--- src/ppisr_defs.svh ---
`ifndef PPISR_DEFS_SVH
`define PPISR_DEFS_SVH

// =============================================================
// Register addresses
`define PPISR_ADDR_PUMP1     7'h1c
`define PPISR_ADDR_OFFSET    7'h1d
`define PPISR_ADDR_PUMP2     7'h1e
`define PPISR_ADDR_SEL_A     7'h20
`define PPISR_ADDR_SEL_B     7'h21
`define PPISR_ADDR_CNT_HIGH  7'h22
`define PPISR_ADDR_CNT_LIM   7'h23

// =============================================================
// Field positions
`define PPISR_OFS_EN_BIT     5
`define PPISR_MON_DIV_HI     4
`define PPISR_MON_DIV_LO     3
`define PPISR_IN_BLOCK_BIT   2
`define PPISR_HOLDOVER_BIT   1
`define PPISR_SRC_BIT        0
`define PPISR_REVERT_BIT     4
`define PPISR_MODE_HI        3
`define PPISR_MODE_LO        2
`define PPISR_INT_SEL_BIT    0

// =============================================================
// Reset values
`define PPISR_PUMP1_RST      5'h0f
`define PPISR_PUMP2_RST      5'h06
`define PPISR_OFFSET_RST     5'h00
`define PPISR_BYTE_RST       8'h00

// =============================================================
// Current and phase scaling
`define PPISR_PUMP1_STEP_UA  50
`define PPISR_PUMP2_STEP_UA  200
`define PPISR_OFS_TENTH_DEG  9

`endif

--- src/ppisr_pkg.sv ---
package ppisr_pkg;
   typedef logic [7:0] ppisr_byte_t;
   typedef logic [6:0] ppisr_addr_t;
   typedef logic [4:0] ppisr_code_t;
   typedef enum logic {
      PPISR_SRC_PIN,
      PPISR_SRC_BIT
   } ppisr_src_t;
endpackage

--- src/ppisr_bus_if.sv ---
`timescale 1ns/1ns
`default_nettype none
interface ppisr_bus_if;
   import ppisr_pkg::*;
   ppisr_addr_t addr;
   ppisr_byte_t wdata;
   logic        wr_en;
   ppisr_byte_t rdata;
   modport port (output addr, output wdata, output wr_en, input rdata);
   modport regs (input addr, input wdata, input wr_en, output rdata);
endinterface
`default_nettype wire

--- src/ppisr_spi_port.sv ---
`timescale 1ns/1ns
`default_nettype none
module ppisr_spi_port
   import ppisr_pkg::*;
(
   input  wire logic clk,
   input  wire logic nrst,
   input  wire logic spi_sclk,
   input  wire logic spi_cs_n,
   input  wire logic spi_mosi,
   output logic      spi_miso,
   output logic      spi_miso_oe,
   ppisr_bus_if.port bus
);
   // =============================================================
   // Pin synchronisers
   logic [1:0] sclk_sync_reg;
   logic [1:0] cs_sync_reg;
   logic [1:0] mosi_sync_reg;
   logic       sclk_last_reg;
   logic       rise;
   logic       fall;

   always_ff @(posedge clk or negedge nrst) begin
      if (!nrst) begin
         sclk_sync_reg <= 2'h0;
         cs_sync_reg   <= 2'h3;
         mosi_sync_reg <= 2'h0;
         sclk_last_reg <= 1'b0;
      end else begin
         sclk_sync_reg <= {sclk_sync_reg[0], spi_sclk};
         cs_sync_reg   <= {cs_sync_reg[0], spi_cs_n};
         mosi_sync_reg <= {mosi_sync_reg[0], spi_mosi};
         sclk_last_reg <= sclk_sync_reg[1];
      end
   end

   assign rise = sclk_sync_reg[1] & ~sclk_last_reg & ~cs_sync_reg[1];
   assign fall = ~sclk_sync_reg[1] & sclk_last_reg & ~cs_sync_reg[1];

   // =============================================================
   // Frame: read flag, 7-bit address, 8 data bits, MSB first
   logic [4:0]  bit_cnt_reg;
   logic [6:0]  shift_reg;
   logic        is_read_reg;
   logic        load_reg;
   ppisr_byte_t rd_shift_reg;

   always_ff @(posedge clk or negedge nrst) begin
      if (!nrst) begin
         bit_cnt_reg <= 5'h00;
         shift_reg   <= 7'h00;
         is_read_reg <= 1'b0;
         load_reg    <= 1'b0;
         bus.addr    <= 7'h00;
         bus.wdata   <= 8'h00;
         bus.wr_en   <= 1'b0;
      end else begin
         bus.wr_en <= 1'b0;
         load_reg  <= 1'b0;
         if (cs_sync_reg[1]) begin
            bit_cnt_reg <= 5'h00;
         end else if (rise && bit_cnt_reg < 5'h10) begin
            shift_reg   <= {shift_reg[5:0], mosi_sync_reg[1]};
            bit_cnt_reg <= bit_cnt_reg + 5'h01;
            if (bit_cnt_reg == 5'h07) begin
               is_read_reg <= shift_reg[6];
               bus.addr    <= {shift_reg[5:0], mosi_sync_reg[1]};
               load_reg    <= 1'b1;
            end
            if (bit_cnt_reg == 5'h0f && !is_read_reg) begin
               bus.wdata <= {shift_reg, mosi_sync_reg[1]};
               bus.wr_en <= 1'b1;
            end
         end
      end
   end

   // The read byte is captured once, so a frame sees one consistent value.
   always_ff @(posedge clk or negedge nrst) begin
      if (!nrst) begin
         rd_shift_reg <= 8'h00;
         spi_miso     <= 1'b0;
         spi_miso_oe  <= 1'b0;
      end else if (cs_sync_reg[1]) begin
         spi_miso_oe <= 1'b0;
         spi_miso    <= 1'b0;
      end else if (load_reg) begin
         rd_shift_reg <= bus.rdata;
      end else if (fall && is_read_reg && bit_cnt_reg >= 5'h08
                   && bit_cnt_reg < 5'h10) begin
         spi_miso     <= rd_shift_reg[7];
         spi_miso_oe  <= 1'b1;
         rd_shift_reg <= {rd_shift_reg[6:0], 1'b0};
      end
   end
endmodule // ppisr_spi_port
`default_nettype wire

--- src/ppisr_regs.sv ---
// Operation
// (RULE1) First loop pump current is 50 uA times code plus one.
// (RULE2) First loop pump code resets to 0x0f, 0.8 mA; code zero is 50 uA.
// (RULE3) Offset enable, reset 0, gates the static phase offset onto detector.
// (RULE4) Phase offset is code times 0.9 degrees; code resets to zero.
// (RULE5) Software sets offset above detector rate times jitter times 400.
// (RULE6) Second loop pump is 200 uA times code plus one; resets to 1.4 mA.
// (RULE7) Register 0x20: divider 4:3, block 2, holdover 1, source 0.
// (RULE8) Register 0x21: revertive 4, mode 3:2, internal select 0.
// (RULE9) Register 0x22 full counter byte; 0x23 fields at 7:6 and 1:0.
// (RULE10) Monitor divider divides oscillator clock by 1, 2, 4 or 8.
// (RULE11) Source bit picks external select pin or internal select bit.
// (RULE12) Reserved bits ignore writes and read back as zero.
`timescale 1ns/1ns
`default_nettype none
`include "ppisr_defs.svh"
module ppisr_regs
   import ppisr_pkg::*;
#(
   parameter ppisr_byte_t CNT_HIGH_RST = `PPISR_BYTE_RST,
   parameter ppisr_byte_t CNT_LIM_RST  = `PPISR_BYTE_RST
)(
   input  wire logic   clk,
   input  wire logic   nrst,
   input  wire logic   spi_sclk,
   input  wire logic   spi_cs_n,
   input  wire logic   spi_mosi,
   output logic        spi_miso,
   output logic        spi_miso_oe,
   input  wire logic   external_select_pin,
   output ppisr_code_t first_loop_pump_code,
   output logic [10:0] first_loop_pump_ua,
   output logic        phase_offset_enable,
   output ppisr_code_t static_phase_offset,
   output logic [8:0]  applied_offset_tenth_deg,
   output ppisr_code_t second_loop_pump_code,
   output logic [12:0] second_loop_pump_ua,
   output logic [1:0]  monitor_divider,
   output logic        monitor_clk_en,
   output logic        inactive_input_block,
   output logic        holdover_control_select,
   output ppisr_src_t  selection_source,
   output logic        revertive_switching,
   output logic [1:0]  manual_auto_mode,
   output logic        internal_select,
   output logic        selected_input,
   output ppisr_byte_t counter_high_field,
   output logic [1:0]  counter_r_field,
   output logic [1:0]  counter_v_field
);
   // =============================================================
   // Serial port
   ppisr_bus_if bus ();

   ppisr_spi_port u_port (
      .clk         (clk),
      .nrst        (nrst),
      .spi_sclk    (spi_sclk),
      .spi_cs_n    (spi_cs_n),
      .spi_mosi    (spi_mosi),
      .spi_miso    (spi_miso),
      .spi_miso_oe (spi_miso_oe),
      .bus         (bus.port)
   );

   logic        wr;
   ppisr_byte_t d;
   assign wr = bus.wr_en;
   assign d  = bus.wdata;

   // =============================================================
   // Loop settings
   always_ff @(posedge clk or negedge nrst) begin
      if (!nrst) begin
         first_loop_pump_code  <= `PPISR_PUMP1_RST; // RULE2
         second_loop_pump_code <= `PPISR_PUMP2_RST; // RULE6
         phase_offset_enable   <= 1'b0; // RULE3
         static_phase_offset   <= `PPISR_OFFSET_RST; // RULE4
      end else if (wr) begin
         if (bus.addr == `PPISR_ADDR_PUMP1)
            first_loop_pump_code <= d[4:0];
         if (bus.addr == `PPISR_ADDR_PUMP2)
            second_loop_pump_code <= d[4:0];
         if (bus.addr == `PPISR_ADDR_OFFSET) begin
            phase_offset_enable <= d[`PPISR_OFS_EN_BIT];
            static_phase_offset <= d[4:0];
         end
      end
   end

   // The analogue trims take these ready-scaled values, one cycle later.
   always_ff @(posedge clk or negedge nrst) begin
      if (!nrst) begin
         first_loop_pump_ua       <= 11'h000;
         second_loop_pump_ua      <= 13'h0000;
         applied_offset_tenth_deg <= 9'h000;
      end else begin
         first_loop_pump_ua  <= 11'(`PPISR_PUMP1_STEP_UA *
                                   (first_loop_pump_code + 6'h01)); // RULE1
         second_loop_pump_ua <= 13'(`PPISR_PUMP2_STEP_UA *
                                   (second_loop_pump_code + 6'h01)); // RULE6
         applied_offset_tenth_deg <= phase_offset_enable ?
            9'(`PPISR_OFS_TENTH_DEG * static_phase_offset) : 9'h000; // RULE3
      end
   end

   // =============================================================
   // Input selection registers
   always_ff @(posedge clk or negedge nrst) begin
      if (!nrst) begin
         monitor_divider         <= 2'h0; // RULE10
         inactive_input_block    <= 1'b0;
         holdover_control_select <= 1'b0;
         selection_source        <= PPISR_SRC_PIN;
         revertive_switching     <= 1'b0;
         manual_auto_mode        <= 2'h0;
         internal_select         <= 1'b0;
         counter_high_field      <= CNT_HIGH_RST;
         counter_r_field         <= CNT_LIM_RST[7:6];
         counter_v_field         <= CNT_LIM_RST[1:0];
      end else if (wr) begin
         case (bus.addr)
            `PPISR_ADDR_SEL_A: begin // RULE7
               monitor_divider <= d[`PPISR_MON_DIV_HI:`PPISR_MON_DIV_LO];
               inactive_input_block    <= d[`PPISR_IN_BLOCK_BIT];
               holdover_control_select <= d[`PPISR_HOLDOVER_BIT];
               selection_source <= ppisr_src_t'(d[`PPISR_SRC_BIT]);
            end
            `PPISR_ADDR_SEL_B: begin // RULE8
               revertive_switching <= d[`PPISR_REVERT_BIT];
               manual_auto_mode    <= d[`PPISR_MODE_HI:`PPISR_MODE_LO];
               internal_select     <= d[`PPISR_INT_SEL_BIT];
            end
            `PPISR_ADDR_CNT_HIGH: counter_high_field <= d; // RULE9
            `PPISR_ADDR_CNT_LIM: begin // RULE9
               counter_r_field <= d[7:6];
               counter_v_field <= d[1:0];
            end
            default: ;
         endcase
      end
   end

   // =============================================================
   // Read mux; unlisted bits stay zero whatever was written.
   always_comb begin
      bus.rdata = 8'h00; // RULE12
      case (bus.addr)
         `PPISR_ADDR_PUMP1:    bus.rdata = {3'h0, first_loop_pump_code};
         `PPISR_ADDR_OFFSET:   bus.rdata = {2'h0, phase_offset_enable,
                                            static_phase_offset};
         `PPISR_ADDR_PUMP2:    bus.rdata = {3'h0, second_loop_pump_code};
         `PPISR_ADDR_SEL_A:    bus.rdata = {3'h0, monitor_divider,
                                            inactive_input_block,
                                            holdover_control_select,
                                            selection_source};
         `PPISR_ADDR_SEL_B:    bus.rdata = {3'h0, revertive_switching,
                                            manual_auto_mode, 1'b0,
                                            internal_select};
         `PPISR_ADDR_CNT_HIGH: bus.rdata = counter_high_field;
         `PPISR_ADDR_CNT_LIM:  bus.rdata = {counter_r_field, 4'h0,
                                            counter_v_field};
         default:              bus.rdata = 8'h00;
      endcase
   end

   // =============================================================
   // Activity monitor clock enable
   logic [2:0] div_cnt_reg;
   logic [2:0] div_mask;
   assign div_mask = 3'((4'h1 << monitor_divider) - 4'h1);

   always_ff @(posedge clk or negedge nrst) begin
      if (!nrst) begin
         div_cnt_reg    <= 3'h0;
         monitor_clk_en <= 1'b0;
      end else begin
         div_cnt_reg    <= div_cnt_reg + 3'h1;
         monitor_clk_en <= (div_cnt_reg & div_mask) == 3'h0; // RULE10
      end
   end

   // =============================================================
   // Input select; the pin is asynchronous so it is synchronised first.
   logic [1:0] ext_sync_reg;
   always_ff @(posedge clk or negedge nrst) begin
      if (!nrst) begin
         ext_sync_reg   <= 2'h0;
         selected_input <= 1'b0;
      end else begin
         ext_sync_reg   <= {ext_sync_reg[0], external_select_pin};
         selected_input <= (selection_source == PPISR_SRC_BIT) ?
                           internal_select : ext_sync_reg[1]; // RULE11
      end
   end

   // =============================================================
   // Assertions
   logic after_rst_reg;
   always_ff @(posedge clk or negedge nrst) begin
      if (!nrst)
         after_rst_reg <= 1'b0;
      else
         after_rst_reg <= 1'b1;
   end
endmodule // ppisr_regs
`default_nettype wire

--- config.mk ---
export PLATFORM = sky130hd
export DESIGN_NAME = ppisr_regs
export DESIGN_NICKNAME = d
export VERILOG_FILES = /design/src/ppisr_pkg.sv /design/src/ppisr_bus_if.sv /design/src/ppisr_spi_port.sv /design/src/ppisr_regs.sv
export VERILOG_INCLUDE_DIRS = /design/src
export SDC_FILE = /design/constraint.sdc
export NUM_CORES = 1
export LEC_CHECK = 0
export ABC_AREA = 1
export BUFFER_PORTS_ARGS = -buffer_cell sky130_fd_sc_hd__buf_2
export CORE_AREA = 5 5 122 124
export CTS_CLUSTER_SIZE = 12
export DETAILED_ROUTE_END_ITERATION = 10
export DIE_AREA = 0 0 127 129
export GPL_ROUTABILITY_DRIVEN = 0
export PLACE_DENSITY = 0.7
export REMOVE_ABC_BUFFERS = 1
export SLEW_MARGIN = 30
export SYNTH_ARGS = -nofsm -noshare
export SYNTH_HDL_FRONTEND = slang
export SYNTH_HIERARCHICAL = 1
export SYNTH_SLANG_ARGS = --single-unit
--- constraint.sdc ---
create_clock -name clk -period 2.5 [get_ports clk]
set_input_delay 0 -clock clk [delete_from_list [all_inputs] [get_ports clk]]
set_output_delay 0 -clock clk [all_outputs]
set_load 0.01 [all_outputs]
==> results.cfg, run 1 <==
[run_status]
outcome = complete, but fails checks
violations = negative setup slack

[timing]
rsz_0062_raised_after_global_routing = yes
worst-slew-pin-transition_ps = 656
slew_headroom = 0.563
timing.final.crit_period_ps = 2630
finalWorstSetupSlack_ps = -135
max_clock_freq_ghz = 0.380
total_count_of_hold_check_failures_in_the_final_report = 0
finClkSkew_ps = 7.47
setup_total_negative_slack_ps = -483
period_share = 1.05
setup_viol = 7
final-max-slew-violation-count = 0

[finish]
antenna_cells = 0
filler_cell_count = 1157
final_layout_size_suffix_gt1_frac = 0.313
layout.cells.most_common_list = sky130_fd_sc_hd__nand2_1 (213), sky130_fd_sc_hd__dfrtp_1 (112), sky130_fd_sc_hd__buf_2 (74), sky130_fd_sc_hd__inv_1 (59)
final_design_area_no_fill_um2 = 8050
regArea_um2 = 3010
finalNetCount = 877
finalCoreUtilization = 0.589
area_growth_pct = 33.8
reg_top3 = first_loop_pump_ua (10), second_loop_pump_ua (10), applied_offset_tenth_deg (9)
most_common_cell_after_layout_fill_and_taps_aside = sky130_fd_sc_hd__nand2_1
multiInputGateArea_um2 = 3120

[global_route]
use_met3 = 0.0394
grt_busiest_layer = met2
antenna_found_initial = 0
global_route.overflow_total = 0
track_usage = 0.184
grt_pass1_wl_um = 23800
grt_start_max_net_pins = 52
grt_use_met1 = 0.221
number_of_global_route_vias_before_repair = 4875
grt_util_met2 = 0.320

[placed_design]
portBuffers = 75
dp_hpwl_um = 9710
placement.cell_area_um2 = 6900

[logic_synthesis]
yosys.area_share.adder = 0.0994
synth_cell_type_count = 34
synth.avg_cell_area_um2 = 8.83
ys.warnings.count = 6
muxShareOfSynthArea = 0
combinational_family_with_the_most_area_after_synthesis = simple AND/OR/NAND/NOR gates
synth-compound-area-share = 0.0547
xor_and_xnor_area_share_after_synthesis = 0.0320
post_synth_and_or_nand_nor_area_fraction = 0.252
synth-seq-cells = 120
mappedNetlistArea_um2 = 6020
synth_sequential_area_ratio = 0.501
post_synth_inst_count = 682

[worst_setup_path]
crit_required_ps = 2840
arrival_ps = 2980
worst_r2r_path_depth = 11
r2r-end = first_loop_pump_ua[9]$_DFF_PN0_
r2r_setup_slack_ps = -130
timing.critical_path.cells = ha_4 -> nand3_4 -> xor2_2 -> buf_4 -> xnor2_2 -> ha_1 -> ha_4 -> ha_4 -> nand2_1 -> o21ai_2 -> xor2_1
worst_setup_path_start_kind = flip-flop
critPathKind = flip-flop to flip-flop
crit_path_frequent_cell = sky130_fd_sc_hd__ha_4
timing.critical_path.to_type = flip-flop
critical_path_peak_fanout = 4
rr_startpoint = first_loop_pump_code[0]$_DFFE_PN1P_
critical_path.slowest_cell = sky130_fd_sc_hd__dfstp_2
cp-startpoint = first_loop_pump_code[0]$_DFFE_PN1P_
setup.worst_path.end = first_loop_pump_ua[9]$_DFF_PN0_
slowest_delay_ps = 610

[pwr]
p_leak_nw = 4.24
powerDensity_nw_per_um2 = 543
largest_vdd_supply_drop_mv = 0.425

[routing]
ant_nets = 0
vias = 4928
wl_um = 14400
detail_route.wl_per_cell_um = 14.2
dr.first_iter.drc_count = 222
vias_per_cell = 4.84
drc = 0
drt_first_pass_iters = 5

[flow_run]
maxCapViolCount = 0

[die]
io_pins = 80
start_util = 0.440
core_area_um2 = 13700
die_width_um = 127
fp.dieH_um = 129
standard_cell_row_count = 43
die_area_um2 = 16400

[hold_path]
worstHoldPathType = input pin to async pin

[clock_network]
clock_tree.buffer_depth = 2
ctsRootBufferMaster = sky130_fd_sc_hd__clkbuf_16
cts_num_sinks = 120
cts-htree-levels = 4
clk_latency_ps = 420
cts-buffers-inserted = 17
clkSlewWorstSetupHoldPaths_ps = 60
cts_tree = yes
-- per-layer routing --
metal  wire [um]  share of wire
met5           0              0
met4         333          0.023
met3         605          0.042
met2        7370           0.51
met1        6130           0.42
-- critical path: cells and delay by family (launching register included) --
kind	cells	cell delay [ps]
AOI/OAI and AO/OA	1	130
xor gates and xnor gates	3	450
adders and majority gates	4	1020
buffers and inverters	1	160
DFF	1	610
and+or+nand+nor	2	170
-- final cells by class --
cell class,count,share of cell area
multi-input cells,479,0.387
inverters,71,0.0331
clock buffers,18,0.0545
repair buffers,136,0.109
well taps,180,0.0280
clock inverters,14,0.0145
flip-flops and latches,120,0.374
-- through the flow --
step	setup slack (ps)	total power [W]	instances	hold slack, ps
after global placement	-221	0.00214	972	68.2
after global routing	-211	0.00453	1018	216
after detailed placement	-335	0.00214	972	69.6
final	-135	0.00437	1018	157
after floorplan	-265	0.00207	670	-296
after CTS	-35.2	0.00441	1016	173
-- synth_stat cells --
cell	n	area share
sky130_fd_sc_hd__a211o_1	1	0.0015
sky130_fd_sc_hd__a21oi_1	8	0.0067
sky130_fd_sc_hd__and2_1	1	0.0010
sky130_fd_sc_hd__buf_2	5	0.0042
sky130_fd_sc_hd__buf_4	5	0.0062
sky130_fd_sc_hd__buf_6	2	0.0037
sky130_fd_sc_hd__clkbuf_1	2	0.0012
sky130_fd_sc_hd__clkbuf_2	1	0.00083
sky130_fd_sc_hd__clkinv_1	1	0.00062
sky130_fd_sc_hd__conb_1	1	0.00062
sky130_fd_sc_hd__dfrtp_1	112	0.47
sky130_fd_sc_hd__dfstp_2	8	0.035
sky130_fd_sc_hd__fa_1	3	0.010
sky130_fd_sc_hd__ha_1	43	0.089
sky130_fd_sc_hd__inv_1	66	0.041
sky130_fd_sc_hd__inv_2	4	0.0025
sky130_fd_sc_hd__nand2_1	217	0.14
sky130_fd_sc_hd__nand2_2	3	0.0031
sky130_fd_sc_hd__nand2_4	3	0.0056
sky130_fd_sc_hd__nand3_1	56	0.047
sky130_fd_sc_hd__nand3_2	1	0.0017
sky130_fd_sc_hd__nand3_4	1	0.0029
sky130_fd_sc_hd__nand4_1	1	0.0010
sky130_fd_sc_hd__nor2_1	37	0.023
sky130_fd_sc_hd__nor2_2	10	0.010
sky130_fd_sc_hd__nor2_4	8	0.015
sky130_fd_sc_hd__nor2_8	1	0.0033
sky130_fd_sc_hd__nor3_1	4	0.0033
sky130_fd_sc_hd__o21ai_0	38	0.032
sky130_fd_sc_hd__o21ai_1	14	0.012
sky130_fd_sc_hd__o21bai_1	1	0.0012
sky130_fd_sc_hd__o22ai_1	2	0.0021
sky130_fd_sc_hd__xnor2_1	6	0.0087
sky130_fd_sc_hd__xor2_1	16	0.023
-- timing repair --
item	CTS	global route
resized for setup	49	24
setup buffers	7	2
hold buffers	5	0
pin swaps	18	13
setup endpoints to repair	9	10
hold endpoints to repair	48	0
-- cell families after synthesis --
group / Yosys count
XOR/XNOR: 22
flip-flops: 120
AND/OR/NAND/NOR: 343
other: 1
AO/OA/AOI/OAI: 64
adder cells (fa/ha/maj): 46
buffers and inverters: 86
-- how the worst min path moves through the flow --
stage | to | startpoint | slack (ps) | cells past startpoint
after global routing | u_port/mosi_sync_reg[0]$_DFF_PN0_ | spi_mosi | 220 | 2
after floorplan | applied_offset_tenth_deg[0]$_DFF_PN0_ | nrst | -300 | 0
final | second_loop_pump_ua[5]$_DFF_PN0_ | nrst | 160 | 2
after global placement | second_loop_pump_ua[5]$_DFF_PN0_ | nrst | 70 | 1
after detailed placement | second_loop_pump_ua[5]$_DFF_PN0_ | nrst | 70 | 1
after CTS | second_loop_pump_ua[5]$_DFF_PN0_ | nrst | 170 | 2
-- where the power goes --
| group | internal [W] | total, W | switching [W] |
|---|---|---|---|
| Clock | 0.00131 | 0.00226 | 0.000950 |
| Combinational | 0.0000304 | 0.000100 | 0.0000699 |
| Sequential | 0.00198 | 0.00201 | 0.0000312 |
Power figures use the tool's default switching activity.
==> run 2, diff against run 1 <==
Settings changed: ABC_AREA 1 to unset.
==> results.cfg, run 2 <==
[clock_network]
clk_latency_ps = 410
ctsRootBufferMaster = sky130_fd_sc_hd__clkbuf_16
cts_num_sinks = 120
clkSlewWorstSetupHoldPaths_ps = 50
cts_tree = yes
clock_tree.buffer_depth = 2
cts-htree-levels = 4
cts-buffers-inserted = 17

[worst_setup_path]
crit_path_frequent_cell = sky130_fd_sc_hd__ha_4
critPathKind = flip-flop to flip-flop
r2r-end = first_loop_pump_ua[10]$_DFF_PN0_
critical_path.slowest_cell = sky130_fd_sc_hd__dfstp_2
rr_startpoint = first_loop_pump_code[0]$_DFFE_PN1P_
slowest_delay_ps = 580
r2r_setup_slack_ps = -80
arrival_ps = 2870
timing.critical_path.cells = buf_6 -> nand3_2 -> xor2_2 -> xor2_1 -> ha_1 -> ha_4 -> ha_4 -> o21ai_2 -> o21bai_1 -> a21oi_2 -> xnor2_1
critical_path_peak_fanout = 4
crit_required_ps = 2790
worst_r2r_path_depth = 11
timing.critical_path.to_type = flip-flop
worst_setup_path_start_kind = flip-flop

[logic_synthesis]
async_flop_share = 1.00
synth_edf_count = 0
synth_sequential_area_ratio = 0.502
synth-seq-cells = 120
ys_dominant_reg_cell = sky130_fd_sc_hd__dfrtp_1
synth_top_cell_by_area = sky130_fd_sc_hd__dfrtp_1
synth_cell_type_count = 56
ys_top_cells_by_area = sky130_fd_sc_hd__dfrtp_1 (47%), sky130_fd_sc_hd__mux2_2 (13%), sky130_fd_sc_hd__ha_1 (9.0%)
synth_top_cell_area_share = 0.467
synthTopCellsByCount = sky130_fd_sc_hd__dfrtp_1 (112), sky130_fd_sc_hd__mux2_2 (70), sky130_fd_sc_hd__ha_1 (43)
post_synth_inst_count = 475
ys.warnings.count = 6
mappedNetlistArea_um2 = 6010
synth.avg_cell_area_um2 = 12.6
post-synth-top-count-cell = sky130_fd_sc_hd__dfrtp_1

[timing]
period_share = 1.03
worst-slew-pin-transition_ps = 642
slew_headroom = 0.572
final-max-slew-violation-count = 0
rsz_0062_raised_after_global_routing = yes
finClkSkew_ps = 4.62
max_clock_freq_ghz = 0.387
setup_viol = 4
timing.final.crit_period_ps = 2580
total_count_of_hold_check_failures_in_the_final_report = 0
finalWorstSetupSlack_ps = -81.4
setup_total_negative_slack_ps = -245

[routing]
drc = 0
dr.first_iter.drc_count = 208
ant_nets = 0
drt_first_pass_iters = 4
vias = 4167
wl_um = 13700
detail_route.wl_per_cell_um = 16.8
vias_per_cell = 5.13

[global_route]
grt_start_max_net_pins = 73
number_of_global_route_vias_before_repair = 4501
global_route.overflow_total = 0
track_usage = 0.178
grt_pass1_wl_um = 23000
antenna_found_initial = 0

[die]
die_area_um2 = 16400
standard_cell_row_count = 43
io_pins = 80
core_area_um2 = 13700
fp.dieH_um = 129
die_width_um = 127
start_util = 0.439

[finish]
final_layout_size_suffix_gt1_frac = 0.509
most_common_cell_after_layout_fill_and_taps_aside = sky130_fd_sc_hd__dfrtp_1
filler_cell_count = 1058
antenna_cells = 0
reg_top3 = first_loop_pump_ua (10), second_loop_pump_ua (10), applied_offset_tenth_deg (9)
area_growth_pct = 36.4
layout.cells.most_common_list = sky130_fd_sc_hd__dfrtp_1 (112), sky130_fd_sc_hd__buf_2 (74), sky130_fd_sc_hd__mux2_2 (70), sky130_fd_sc_hd__buf_4 (53), sky130_fd_sc_hd__inv_1 (27)
final_cell_count_no_fill = 813
finalNetCount = 672

[pwr]
p_leak_nw = 4.04
largest_vdd_supply_drop_mv = 0.450
powerDensity_nw_per_um2 = 557

[placed_design]
post-place-cells = 763
portBuffers = 75
dp_hpwl_um = 9100

[run_status]
outcome = complete, but fails checks
violations = negative setup slack

[flow_run]
maxCapViolCount = 0

[hold_path]
worstHoldPathType = input pin to async pin
[run 2: changes by cell type after synthesis, moves of 12 or more]
cell | previous run | this run
sky130_fd_sc_hd__o21ai_1 | 14 | 0
sky130_fd_sc_hd__nor2_1 | 37 | 18
sky130_fd_sc_hd__inv_1 | 66 | 30
sky130_fd_sc_hd__mux2_2 | 0 | 70
sky130_fd_sc_hd__nand2_1 | 217 | 12
sky130_fd_sc_hd__xnor2_1 | 6 | 18
sky130_fd_sc_hd__nand3_1 | 56 | 10
sky130_fd_sc_hd__o21ai_0 | 38 | 5
[run 2: kinds of logic (layout without fill, tap and decap cells)]
| group | count (synthesis) | count (layout) | share of synthesized area |
|---|---|---|---|
| flops | 120 | 120 | 0.502 |
| simple gates | 97 | 97 | 0.107 |
| mux | 76 | 76 | 0.141 |
| compound gates | 53 | 53 | 0.0654 |
| buf+inv | 48 | 203 | 0.0348 |
| fa+ha+maj | 46 | 46 | 0.0996 |
| xor+xnor | 34 | 34 | 0.0496 |
| other cells | 1 | 4 | 0.000624 |
[run 2: layout make-up]
| type | count | area, um^2 | share of cell area |
|---|---|---|---|
| Clock buffer | 24 | 482 | 0.0588 |
| Clock inverter | 8 | 95.1 | 0.0116 |
| Inverter | 30 | 113 | 0.0137 |
| Multi-Input combinational cell | 310 | 3330 | 0.406 |
| Sequential cell | 120 | 3010 | 0.368 |
| Tap cell | 180 | 225 | 0.0275 |
| Timing Repair Buffer | 141 | 937 | 0.114 |
[run 2: how the worst max path moves through the flow]
stage,from,to,depth (start not counted)
after floorplan,second_loop_pump_code[1]$_DFFE_PN1P_,second_loop_pump_ua[12]$_DFF_PN0_,10
after global placement,second_loop_pump_code[1]$_DFFE_PN1P_,second_loop_pump_ua[12]$_DFF_PN0_,10
after detailed placement,second_loop_pump_code[1]$_DFFE_PN1P_,second_loop_pump_ua[12]$_DFF_PN0_,10
after CTS,second_loop_pump_code[1]$_DFFE_PN1P_,second_loop_pump_ua[11]$_DFF_PN0_,11
after global routing,first_loop_pump_code[0]$_DFFE_PN1P_,first_loop_pump_ua[10]$_DFF_PN0_,11
final,first_loop_pump_code[0]$_DFFE_PN1P_,first_loop_pump_ua[10]$_DFF_PN0_,11
[run 2: power by group]
group          leakage [nW]  internal (W)  switching [W]
clock                 0.280       0.00154       0.000841
combinational          2.18     0.0000593      0.0000630
sequential             1.58       0.00200      0.0000582
[run 2: per-layer routing]
metal	global-route usage	vias to the layer above	wire, um
met1	0.213	2109	5740
met5	0	-	0
met3	0.0469	17	578
met4	0.0562	0	167
met2	0.313	90	7190
li1	-	1951	-
[run 2: critical path, delay by kind of cell, from the launching register on]
kind | cells | cell delay [ps]
xor+xnor | 3 | 490
fa+ha+maj | 3 | 850
flops | 1 | 580
simple gates | 1 | 110
compound gates | 3 | 320
buf+inv | 1 | 120
[run 2: per-stage QoR]
step           area [um^2]  hold slack [ps]  power, W  setup slack [ps]   util
3_5_place_dp          6910             62.1   0.00221              -395  0.506
4_1_cts               8040              170   0.00461             -58.7  0.589
5_1_grt               8190              213   0.00472              -198  0.599
2_1_floorplan         5920             -296   0.00213              -352      -
3_3_place_gp          6910             53.3   0.00221              -292  0.506
6_report              8190              144   0.00456             -81.4  0.599
[run 2: repair_timing]
action | in CTS | in global routing
buffers inserted | 8 | 6
endpoints found under the hold margin | 50 | 0
hold buffers | 5 | 0
gates resized for setup | 61 | 18
endpoints found under the setup margin | 9 | 9
pin swaps | 36 | 17
